## src/design/tmr_defines.svh

```systemverilog
// Register offsets, field positions, reset values and timing counts
// for the 16-bit capture/compare timer. Definitions only.
`ifndef TMR_DEFINES_SVH
`define TMR_DEFINES_SVH

// =====================================================================
// Register byte offsets on the APB bus
`define TMR_CTRL_ONE_OFF    8'h00
`define TMR_CTRL_TWO_OFF    8'h04
`define TMR_STATUS_OFF      8'h08
`define TMR_CAP1_HI_OFF     8'h0C
`define TMR_CAP1_LO_OFF     8'h10
`define TMR_CMP1_HI_OFF     8'h14
`define TMR_CMP1_LO_OFF     8'h18
`define TMR_CMP2_HI_OFF     8'h1C
`define TMR_CMP2_LO_OFF     8'h20
`define TMR_CNT_HI_OFF      8'h24
`define TMR_CNT_LO_OFF      8'h28
`define TMR_ACNT_HI_OFF     8'h2C
`define TMR_ACNT_LO_OFF     8'h30
`define TMR_CAP2_HI_OFF     8'h34
`define TMR_CAP2_LO_OFF     8'h38
`define TMR_SYS_CTRL_OFF    8'h3C

// =====================================================================
// Control register one fields
`define TMR_CAP_IRQ_EN_BIT  7
`define TMR_CMP_IRQ_EN_BIT  6
`define TMR_OVF_IRQ_EN_BIT  5
`define TMR_FORCE_TWO_BIT   4
`define TMR_FORCE_ONE_BIT   3
`define TMR_LEVEL_TWO_BIT   2
`define TMR_CAP_EDGE1_BIT   1
`define TMR_LEVEL_ONE_BIT   0

// Control register two fields
`define TMR_PIN1_EN_BIT     7
`define TMR_PIN2_EN_BIT     6
`define TMR_SINGLE_BIT      5
`define TMR_PWM_BIT         4
`define TMR_CLK_SEL_MSB     3
`define TMR_CLK_SEL_LSB     2
`define TMR_CAP_EDGE2_BIT   1
`define TMR_EXT_EDGE_BIT    0

// Status flag positions (status bits 7..3)
`define TMR_STATUS_LSB      3
`define TMR_FLAG_CAP1       4
`define TMR_FLAG_CMP1       3
`define TMR_FLAG_OVF        2
`define TMR_FLAG_CAP2       1
`define TMR_FLAG_CMP2       0

// System control fields
`define TMR_GLOBAL_MASK_BIT 0
`define TMR_EXT_AVAIL_BIT   1

// =====================================================================
// Reset values
`define TMR_CTRL_RST        8'h00
`define TMR_SYS_CTRL_RST    8'h03
`define TMR_CMP_RST         16'h8000
`define TMR_CNT_RST         16'hFFFC
`define TMR_CNT_MAX         16'hFFFF
`define TMR_CAP_RST         16'h0000

// Prescaler terminal counts
`define TMR_DIV2_LAST       3'h1
`define TMR_DIV4_LAST       3'h3
`define TMR_DIV8_LAST       3'h7

`endif

```

## src/design/tmr_pkg.sv

```systemverilog
// Types shared by the capture/compare timer.
// Assumes tmr_defines.svh supplies all numeric constants.
package tmr_pkg;
  typedef enum logic [1:0] {
    TMR_CLK_DIV4,
    TMR_CLK_DIV2,
    TMR_CLK_DIV8,
    TMR_CLK_EXT
  } tmr_clk_sel_t;
endpackage

```

## src/design/tmr_timer.sv

```systemverilog
// 16-bit free-running timer: control, status, compare outputs, irq.
// Assumes an APB3 master on sys_clk; pins arrive asynchronously.
//
// Summary of operation
// - All timer events share one irq, gated by enables and global mask.
// - No compare-one or compare-two flags while PWM runs.
// - Capture irq enable passes capture flags one and two to irq.
// - Compare irq enable passes compare flags one and two to irq.
// - Overflow irq enable passes the overflow flag to irq.
// - Force two drives match level two on output two if enabled.
// - Force one drives match level one on output one if enabled.
// - Compare-two match copies level two; PWM routes it to one, one-pulse drops it.
// - Capture edge one picks falling (0) or rising (1) on input one.
// - Compare-one match copies match level one to output one.
// - Pin one enable also gates output one updates; flag matching continues.
// - Pin two enable also gates output two updates; flag matching continues.
// - One-pulse mode: input one edge starts a pulse of compare one.
// - PWM: compare one sets pulse length, compare two the period.
// - Clock select 00 div4, 01 div2, 10 div8, 11 external pin.
// - External clock chosen without the pin stops counting.
// - Capture edge two picks falling (0) or rising (1) on input two.
// - External clock edge picks falling (0) or rising (1) edges.
// - Capture flag one set on capture or PWM period end; two-step clear.
// - Compare flags set on matches, flag one not in one-pulse; cleared by status then low byte.
// - Overflow flag on wrap; cleared via counter low, never alternate.
// - Capture flag two set on capture two; two-step clear.
// - PWM compare-two event reloads counter with FFFC.
// - One-pulse and PWM both set means PWM only.
//
// The APB slave port and the register offsets were chosen for this implementation.
`include "tmr_defines.svh"
`timescale 1ns/1ps
`default_nettype none

module tmr_timer (
  // Clock and reset
  input  wire logic        sys_clk,
  input  wire logic        resetn,
  // APB slave
  input  wire logic [7:0]  paddr,
  input  wire logic        psel,
  input  wire logic        penable,
  input  wire logic        pwrite,
  input  wire logic [31:0] pwdata,
  output var  logic [31:0] prdata,
  output var  logic        pready,
  output var  logic        pslverr,
  // Timer pins
  input  wire logic        capture_in_one,
  input  wire logic        capture_in_two,
  input  wire logic        ext_clock_pin,
  output var  logic        compare_out_one,
  output var  logic        compare_out_one_oe,
  output var  logic        compare_out_two,
  output var  logic        compare_out_two_oe,
  // Interrupt
  output var  logic        timer_irq
);

  // ===================================================================
  // Reset release
  logic rst_meta_n;
  logic rst_n;

  always_ff @(posedge sys_clk or negedge resetn) begin
    if (!resetn) begin
      rst_meta_n <= 1'b0;
      rst_n      <= 1'b0;
    end else begin
      rst_meta_n <= 1'b1;
      rst_n      <= rst_meta_n;
    end
  end

  // ===================================================================
  // Pin synchronisers; third stage only feeds edge detection
  logic [2:0] pin_raw;
  logic [2:0] sync1_reg;
  logic [2:0] sync2_reg;
  logic [2:0] sync3_reg;
  logic [2:0] pin_rise;
  logic [2:0] pin_fall;

  assign pin_raw = {ext_clock_pin, capture_in_two, capture_in_one};

  genvar gi;
  generate
    for (gi = 0; gi < 3; gi++) begin : g_sync
      always_ff @(posedge sys_clk or negedge rst_n) begin
        if (!rst_n) begin
          sync1_reg[gi] <= 1'b0;
          sync2_reg[gi] <= 1'b0;
          sync3_reg[gi] <= 1'b0;
        end else begin
          sync1_reg[gi] <= pin_raw[gi];
          sync2_reg[gi] <= sync1_reg[gi];
          sync3_reg[gi] <= sync2_reg[gi];
        end
      end
      assign pin_rise[gi] = sync2_reg[gi] & ~sync3_reg[gi];
      assign pin_fall[gi] = ~sync2_reg[gi] & sync3_reg[gi];
    end
  endgenerate

  // ===================================================================
  // Registers
  logic [7:0]  ctrl_one_reg;
  logic [7:0]  ctrl_two_reg;
  logic [7:0]  sys_ctrl_reg;
  logic [4:0]  flags_reg;
  logic [4:0]  armed_reg;
  logic [15:0] cmp1_reg;
  logic [15:0] cmp2_reg;
  logic [15:0] cap1_reg;
  logic [15:0] cap2_reg;
  logic [15:0] cnt_reg;
  logic [15:0] cnt_next;
  logic [2:0]  presc_reg;

  // APB phases: one wait state, side effects at the completing edge
  logic        xfer;
  logic        wr_en;
  logic        rd_en;
  logic        addr_hit;
  logic [31:0] rd_mux;
  logic [4:0]  low_access;
  logic        cnt_wr;

  assign xfer  = psel & penable & pready;
  assign wr_en = xfer & pwrite;
  assign rd_en = xfer & ~pwrite;

  // ===================================================================
  // Modes and control fields
  logic                 pwm_on;
  logic                 single_on;
  tmr_pkg::tmr_clk_sel_t clk_sel;
  logic                 tick;
  logic [15:0]          cnt_inc;
  logic                 cap1_edge;
  logic                 cap2_edge;
  logic                 cmp1_hit;
  logic                 cmp2_hit;
  logic                 ovf_hit;
  logic                 ext_edge;
  logic [4:0]           flag_set;
  logic                 irq_pending;

  assign pwm_on    = ctrl_two_reg[`TMR_PWM_BIT];
  assign single_on = ctrl_two_reg[`TMR_SINGLE_BIT] & ~pwm_on;
  assign clk_sel   = tmr_pkg::tmr_clk_sel_t'(
    ctrl_two_reg[`TMR_CLK_SEL_MSB:`TMR_CLK_SEL_LSB]);

  assign ext_edge = ctrl_two_reg[`TMR_EXT_EDGE_BIT] ? pin_rise[2]
                                                    : pin_fall[2];

  always_comb begin
    case (clk_sel)
      tmr_pkg::TMR_CLK_DIV4: tick = (presc_reg[1:0] == `TMR_DIV4_LAST);
      tmr_pkg::TMR_CLK_DIV2: tick = (presc_reg == `TMR_DIV2_LAST) ||
                                    (presc_reg[0] == 1'b1);
      tmr_pkg::TMR_CLK_DIV8: tick = (presc_reg == `TMR_DIV8_LAST);
      tmr_pkg::TMR_CLK_EXT:  tick = ext_edge &
                                    sys_ctrl_reg[`TMR_EXT_AVAIL_BIT];
      default:               tick = 1'b0;
    endcase
  end

  always_ff @(posedge sys_clk or negedge rst_n) begin
    if (!rst_n) presc_reg <= 3'h0;
    else        presc_reg <= presc_reg + 3'h1;
  end

  assign cap1_edge = ctrl_one_reg[`TMR_CAP_EDGE1_BIT] ? pin_rise[0]
                                                      : pin_fall[0];
  assign cap2_edge = ctrl_two_reg[`TMR_CAP_EDGE2_BIT] ? pin_rise[1]
                                                      : pin_fall[1];

  // Matches are taken on the tick that brings the count to the value
  assign cnt_inc  = cnt_reg + 16'h0001;
  assign cmp1_hit = tick & (cnt_inc == cmp1_reg);
  assign cmp2_hit = tick & (cnt_inc == cmp2_reg);
  assign ovf_hit  = tick & (cnt_reg == `TMR_CNT_MAX);

  // ===================================================================
  // Counter
  always_comb begin
    cnt_next = cnt_reg;
    if (cnt_wr) begin
      cnt_next = `TMR_CNT_RST;
    end else if (pwm_on && cmp2_hit) begin
      cnt_next = `TMR_CNT_RST;
    end else if (single_on && cap1_edge) begin
      cnt_next = `TMR_CNT_RST;
    end else if (tick) begin
      cnt_next = cnt_inc;
    end
  end

  always_ff @(posedge sys_clk or negedge rst_n) begin
    if (!rst_n) cnt_reg <= `TMR_CNT_RST;
    else        cnt_reg <= cnt_next;
  end

  // ===================================================================
  // Captures; input one is disconnected in PWM mode
  always_ff @(posedge sys_clk or negedge rst_n) begin
    if (!rst_n) begin
      cap1_reg <= `TMR_CAP_RST;
      cap2_reg <= `TMR_CAP_RST;
    end else begin
      if (cap1_edge && !pwm_on) cap1_reg <= cnt_reg;
      if (cap2_edge)            cap2_reg <= cnt_reg;
    end
  end

  // ===================================================================
  // Status flags: set wins over the two-step clear
  always_comb begin
    flag_set = 5'h00;
    flag_set[`TMR_FLAG_CAP1] = (cap1_edge & ~pwm_on) | (pwm_on & cmp2_hit);
    flag_set[`TMR_FLAG_CMP1] = cmp1_hit & ~pwm_on & ~single_on;
    flag_set[`TMR_FLAG_CMP2] = cmp2_hit & ~pwm_on;
    flag_set[`TMR_FLAG_OVF]  = ovf_hit;
    flag_set[`TMR_FLAG_CAP2] = cap2_edge;
  end

  // alternate counter never in this set
  always_comb begin
    low_access = 5'h00;
    if (xfer) begin
      low_access[`TMR_FLAG_CAP1] = (paddr == `TMR_CAP1_LO_OFF);
      low_access[`TMR_FLAG_CMP1] = (paddr == `TMR_CMP1_LO_OFF);
      low_access[`TMR_FLAG_OVF]  = (paddr == `TMR_CNT_LO_OFF);
      low_access[`TMR_FLAG_CAP2] = (paddr == `TMR_CAP2_LO_OFF);
      low_access[`TMR_FLAG_CMP2] = (paddr == `TMR_CMP2_LO_OFF);
    end
  end

  always_ff @(posedge sys_clk or negedge rst_n) begin
    if (!rst_n) begin
      flags_reg <= 5'h00;
      armed_reg <= 5'h00;
    end else begin
      flags_reg <= flag_set | (flags_reg & ~(armed_reg & low_access));
      if (rd_en && paddr == `TMR_STATUS_OFF) armed_reg <= flags_reg;
      else armed_reg <= armed_reg & ~low_access;
    end
  end

  // ===================================================================
  // Compare outputs; a disabled pin holds its last timer level
  always_ff @(posedge sys_clk or negedge rst_n) begin
    if (!rst_n) begin
      compare_out_one <= 1'b0;
    end else if (ctrl_two_reg[`TMR_PIN1_EN_BIT]) begin
      if (ctrl_one_reg[`TMR_FORCE_ONE_BIT])
        compare_out_one <= ctrl_one_reg[`TMR_LEVEL_ONE_BIT];
      else if (pwm_on && cmp2_hit)
        compare_out_one <= ctrl_one_reg[`TMR_LEVEL_TWO_BIT];
      else if (single_on && cap1_edge)
        compare_out_one <= ctrl_one_reg[`TMR_LEVEL_TWO_BIT];
      else if (cmp1_hit)
        compare_out_one <= ctrl_one_reg[`TMR_LEVEL_ONE_BIT];
    end
  end

  always_ff @(posedge sys_clk or negedge rst_n) begin
    if (!rst_n) begin
      compare_out_two <= 1'b0;
    end else if (ctrl_two_reg[`TMR_PIN2_EN_BIT]) begin
      if (ctrl_one_reg[`TMR_FORCE_TWO_BIT])
        compare_out_two <= ctrl_one_reg[`TMR_LEVEL_TWO_BIT];
      // level two only outside pulse modes
      else if (cmp2_hit && !pwm_on && !single_on)
        compare_out_two <= ctrl_one_reg[`TMR_LEVEL_TWO_BIT];
    end
  end

  assign compare_out_one_oe = ctrl_two_reg[`TMR_PIN1_EN_BIT];
  assign compare_out_two_oe = ctrl_two_reg[`TMR_PIN2_EN_BIT];

  // ===================================================================
  // Interrupt request
  // merged request
  assign irq_pending = ~sys_ctrl_reg[`TMR_GLOBAL_MASK_BIT] & (
    (ctrl_one_reg[`TMR_CAP_IRQ_EN_BIT] &
      (flags_reg[`TMR_FLAG_CAP1] | flags_reg[`TMR_FLAG_CAP2])) |
    (ctrl_one_reg[`TMR_CMP_IRQ_EN_BIT] &
      (flags_reg[`TMR_FLAG_CMP1] | flags_reg[`TMR_FLAG_CMP2])) |
    (ctrl_one_reg[`TMR_OVF_IRQ_EN_BIT] & flags_reg[`TMR_FLAG_OVF]));

  always_ff @(posedge sys_clk or negedge rst_n) begin
    if (!rst_n) timer_irq <= 1'b0;
    else        timer_irq <= irq_pending;
  end

  // ===================================================================
  // APB register writes
  assign cnt_wr = wr_en && (paddr == `TMR_CNT_LO_OFF ||
                            paddr == `TMR_ACNT_LO_OFF);

  always_ff @(posedge sys_clk or negedge rst_n) begin
    if (!rst_n) begin
      ctrl_one_reg <= `TMR_CTRL_RST;
      ctrl_two_reg <= `TMR_CTRL_RST;
      sys_ctrl_reg <= `TMR_SYS_CTRL_RST;
      cmp1_reg     <= `TMR_CMP_RST;
      cmp2_reg     <= `TMR_CMP_RST;
    end else if (wr_en) begin
      case (paddr)
        `TMR_CTRL_ONE_OFF: ctrl_one_reg   <= pwdata[7:0];
        `TMR_CTRL_TWO_OFF: ctrl_two_reg   <= pwdata[7:0];
        `TMR_SYS_CTRL_OFF: sys_ctrl_reg   <= {6'h00, pwdata[1:0]};
        `TMR_CMP1_HI_OFF:  cmp1_reg[15:8] <= pwdata[7:0];
        `TMR_CMP1_LO_OFF:  cmp1_reg[7:0]  <= pwdata[7:0];
        `TMR_CMP2_HI_OFF:  cmp2_reg[15:8] <= pwdata[7:0];
        `TMR_CMP2_LO_OFF:  cmp2_reg[7:0]  <= pwdata[7:0];
        default: ;
      endcase
    end
  end

  // ===================================================================
  // APB read mux and answer
  always_comb begin
    rd_mux   = 32'h0000_0000;
    addr_hit = 1'b1;
    case (paddr)
      `TMR_CTRL_ONE_OFF: rd_mux[7:0] = ctrl_one_reg;
      `TMR_CTRL_TWO_OFF: rd_mux[7:0] = ctrl_two_reg;
      `TMR_STATUS_OFF:   rd_mux[7:0] = {flags_reg, 3'h0};
      `TMR_CAP1_HI_OFF:  rd_mux[7:0] = cap1_reg[15:8];
      `TMR_CAP1_LO_OFF:  rd_mux[7:0] = cap1_reg[7:0];
      `TMR_CMP1_HI_OFF:  rd_mux[7:0] = cmp1_reg[15:8];
      `TMR_CMP1_LO_OFF:  rd_mux[7:0] = cmp1_reg[7:0];
      `TMR_CMP2_HI_OFF:  rd_mux[7:0] = cmp2_reg[15:8];
      `TMR_CMP2_LO_OFF:  rd_mux[7:0] = cmp2_reg[7:0];
      `TMR_CNT_HI_OFF:   rd_mux[7:0] = cnt_reg[15:8];
      `TMR_CNT_LO_OFF:   rd_mux[7:0] = cnt_reg[7:0];
      `TMR_ACNT_HI_OFF:  rd_mux[7:0] = cnt_reg[15:8];
      `TMR_ACNT_LO_OFF:  rd_mux[7:0] = cnt_reg[7:0];
      `TMR_CAP2_HI_OFF:  rd_mux[7:0] = cap2_reg[15:8];
      `TMR_CAP2_LO_OFF:  rd_mux[7:0] = cap2_reg[7:0];
      `TMR_SYS_CTRL_OFF: rd_mux[7:0] = sys_ctrl_reg;
      default:           addr_hit    = 1'b0;
    endcase
  end

  // Data is sampled one cycle ahead of the completing edge
  always_ff @(posedge sys_clk or negedge rst_n) begin
    if (!rst_n) begin
      pready  <= 1'b0;
      pslverr <= 1'b0;
      prdata  <= 32'h0000_0000;
    end else begin
      pready  <= psel & penable & ~pready;
      pslverr <= psel & penable & ~pready & ~addr_hit;
      if (psel && penable && !pready && !pwrite) prdata <= rd_mux;
    end
  end
endmodule // tmr_timer

`default_nettype wire

```

## config.mk

```make
export PLATFORM = sky130hd
export DESIGN_NAME = tmr_timer
export DESIGN_NICKNAME = d
export VERILOG_FILES = /design/src/design/tmr_pkg.sv /design/src/design/tmr_timer.sv
export VERILOG_INCLUDE_DIRS = /design/src /design/src/design
export SDC_FILE = /design/constraint.sdc
export NUM_CORES = 1
export LEC_CHECK = 0
export BUFFER_PORTS_ARGS = -buffer_cell sky130_fd_sc_hd__buf_2
export CORE_MARGIN = 2
export CORE_UTILIZATION = 63
export CTS_BUF_LIST = sky130_fd_sc_hd__clkbuf_16
export DETAILED_ROUTE_END_ITERATION = 10
export GPL_TIMING_DRIVEN = 0
export HOLD_SLACK_MARGIN = 0.03
export PLACE_DENSITY = 0.92
export SKIP_CTS_REPAIR_TIMING = 1
export SYNTH_ARGS = -nofsm -noshare
export SYNTH_HDL_FRONTEND = slang
export SYNTH_SLANG_ARGS = --single-unit
```

## constraint.sdc

```tcl
create_clock -name sys_clk -period 8.7 [get_ports sys_clk]
set_input_delay 1.305 -clock sys_clk [delete_from_list [all_inputs] [get_ports sys_clk]]
set_output_delay 1.305 -clock sys_clk [all_outputs]
set_load 0.005 [all_outputs]
```

==> results_dict.tcl <==
set metrics [dict create \
    p_per_area_nw_per_um2 204.9 \
    cp_top_family "simple AND/OR/NAND/NOR gates" \
    antenna_found_initial 0 \
    critPathBufInv 2 \
    rows 39 \
    coreArea_um2 11270 \
    vias_per_cell 6.657 \
    internal_power_w 0.001179 \
    synthCells 661 \
    worstSetupPathType "in2reg" \
    cp-end-kind "register" \
    place_hpwl_mm 14.40 \
    grt.total_usage_pct 34.60 \
    fin_setup_tns_ns 0 \
    grt_pass1_vias 6088 \
    crit_top_cell "nand2_1" \
    h-tree-depth 4 \
    finalSetupViolCount 0 \
    drc 0 \
    worstReg2RegEnd "compare_out_one" \
    detail-route-antenna-nets 0 \
    grt_max_degree 69 \
    use_met1_pct 41.69 \
    drtIter0Drc 943 \
    slowest_delay_ns 0.63 \
    syn_area_per_cell_um2 10.87 \
    met2_usage_pct 54.48 \
    synth.most_common_cell "dfrtp_1" \
    final_cells 899 \
    synth_cell_types 63 \
    clock_latency_ns 0.44 \
    whs_endpoint "rst_n" \
    die_w_um 110.8 \
    start_util_pct 63.77 \
    wl_per_cell_um 23.46 \
    synth_top_area_share_pct 40.73 \
    synth_top_area_cell "dfrtp_1" \
    maxSlewViolCount 0 \
    final_cell_area_um2 8259 \
    yosysWarnings 0 \
    p_sw_share_pct 30.34 \
    fin_crit_sh_pct 40.79 \
    place_inst 866 \
    overflow 0 \
    num_io_pins 87 \
    io_buffer_count 38 \
    slew_headroom_pct 25.77 \
    dieArea_um2 12280 \
    cts_buffer_depth 2 \
    peakVddDrop_mv 0.2561 \
    vias 5985 \
    hold_viol 0 \
    leakage_nw 3.816 \
    synth_seq_cells 135 \
    r2r_start "cnt_reg[11]" \
    holdPathStages 0 \
    clock-root-buffer "clkbuf_16" \
    synth_area_leaders "dfrtp_1 41%, mux2_2 13%, dfstp_2 6.6%" \
    cts_sinks 135 \
    totalPowerFinal_w 0.001692 \
    fillers 712 \
    synth_ff_type "dfrtp_1" \
    place.gp.congestion 1.020 \
    drv_cap 0 \
    startpoint "paddr[1]" \
    synth_commonest_cells "117 x dfrtp_1, 81 x mux2_2, 50 x nand2_1" \
    rr_worst_depth 9 \
    p_sw_w 0.0005134 \
    power_frac_clock_pct 41.7 \
    cpMaxStageDelayCell "clkbuf_1" \
    outcome "complete, no violations" \
    netlist_area_um2 7188 \
    tightestPinTransition_ns 1.109 \
    arrival_ns 3.86 \
    seq_area_frac_synth_pct 47.31 \
    drive_gt1_share_pct 31.66 \
    multi_input_area_um2 3480 \
    seq_power_share_pct 43.5 \
    crit_chain "buf_2 -> nor3_1 -> nand2_1 -> nor2_1 -> clkbuf_1 -> nand2_1 -> mux2_2" \
    wl_mm 21.09 \
    regToRegSetupSlack_ns 5.46 \
    worstHoldStart "rst_meta_n" \
    min_period_ns 3.549 \
    placed_area_um2 7675 \
    path_clk_slew_ns 0.07 \
    combPwrFrac_pct 14.8 \
    syn2layout_area_growth_pct 14.90 \
    numCtsBuffers 17 \
    register_area_um2 3405 \
    grt_pass1_wl_mm 32.60 \
    synthArstFlopShare_pct 100.0 \
    fmax_mhz 281.8 \
    critPathLaunchType "primary input" \
    crit_required_ns 9.01 \
    grtUsageMet3_pct 11.43 \
    critPathMaxFanout 10 \
    fin_nets 794 \
    grt_setup_unrepaired "no" \
    hold_class "reg2reg" \
    finClkSkew_ns 0.008971 \
    grt.busiest_layer "met2" \
    dieHeight_um 110.8 \
    synth_edf_count 0 \
    cts_tree "built" \
    dr.pass1.iters 7 \
]
==> worst reg2reg max path, delay by kind of cell, from the launching register on <==
kind,cells,cell delay (ns)
mux,1,0.16
flops,1,0.51
buf+inv,1,0.28
simple gates,4,1.71
compound gates,2,0.30
xor+xnor,1,0.16
==> cell families after synthesis <==
family,after synthesis,share of synthesized area [%]
fa+ha+maj,4,0.6963
flops,135,47.31
buf+inv,64,5.483
xor+xnor,54,6.580
other cells,2,0.1045
simple gates,193,14.17
compound gates,126,12.69
mux,83,12.97
==> layout by cell type, fill, tap and decap left out, drive strengths merged, types with 4 or more instances in the layout <==
cell,count
a211oi,8
a21oi,16
a221oi,7
a22o,12
a22oi,32
a31oi,6
buf,80
clkbuf,26
clkinv,4
conb,25
dfrtp,117
dfstp,18
ha,4
inv,23
mux2,81
nand2,61
nand2b,4
nand3,25
nand4,6
nor2,48
nor2b,8
nor3,9
nor4,7
o21ai,23
o22ai,4
or2,5
or4,4
xnor2,37
xor2,17
==> power groups by stage <==
stage	logic, W	registers [W]	clock network (W)
final	0.000251	0.000736	0.000706
after global routing	0.000266	0.000740	0.000735
after CTS	0.000244	0.000734	0.000706
after detailed placement	0.000240	0.000744	0
after global placement	0.000224	0.000742	0
after floorplan	0.000172	0.000734	0
==> stage by stage <==
step                util (%)  hold WS [ns]  worst slack [ns]
finish                 73.27        0.3608             5.151
detailed placement     68.09        0.3380             4.855
floorplan                  -        0.3312             4.692
global placement       67.81        0.3328             3.555
CTS                    73.25        0.3623             5.317
global route           73.25        0.3669             5.104
==> how the worst max path moves through the flow <==
stage,to,slack (ns),cells after the start
final,cmp1_reg[0],5.15,7
after detailed placement,cmp1_reg[3],4.86,7
after global routing,cmp1_reg[0],5.10,7
after global placement,prdata[2],3.55,0
after CTS,cmp1_reg[3],5.32,7
after floorplan,armed_reg[0],4.69,0
==> layer usage <==
metal	up-vias	wire, µm
met5	-	0
met1	2852	7546
met4	0	1290
li1	2493	-
met2	476	9845
met3	164	2407
==> area by class of cell <==
cell class	count	area share, %
multi-input cells	485	42.13
flip-flops and latches	135	41.22
clock buffers	17	5.151
plain buffers	50	4.136
repair buffers	39	2.636
well taps	143	2.166
clock inverters	15	1.894
inverters	14	0.6363
diodes	1	0.03030
No activity file was read; power rests on OpenSTA's default activity.
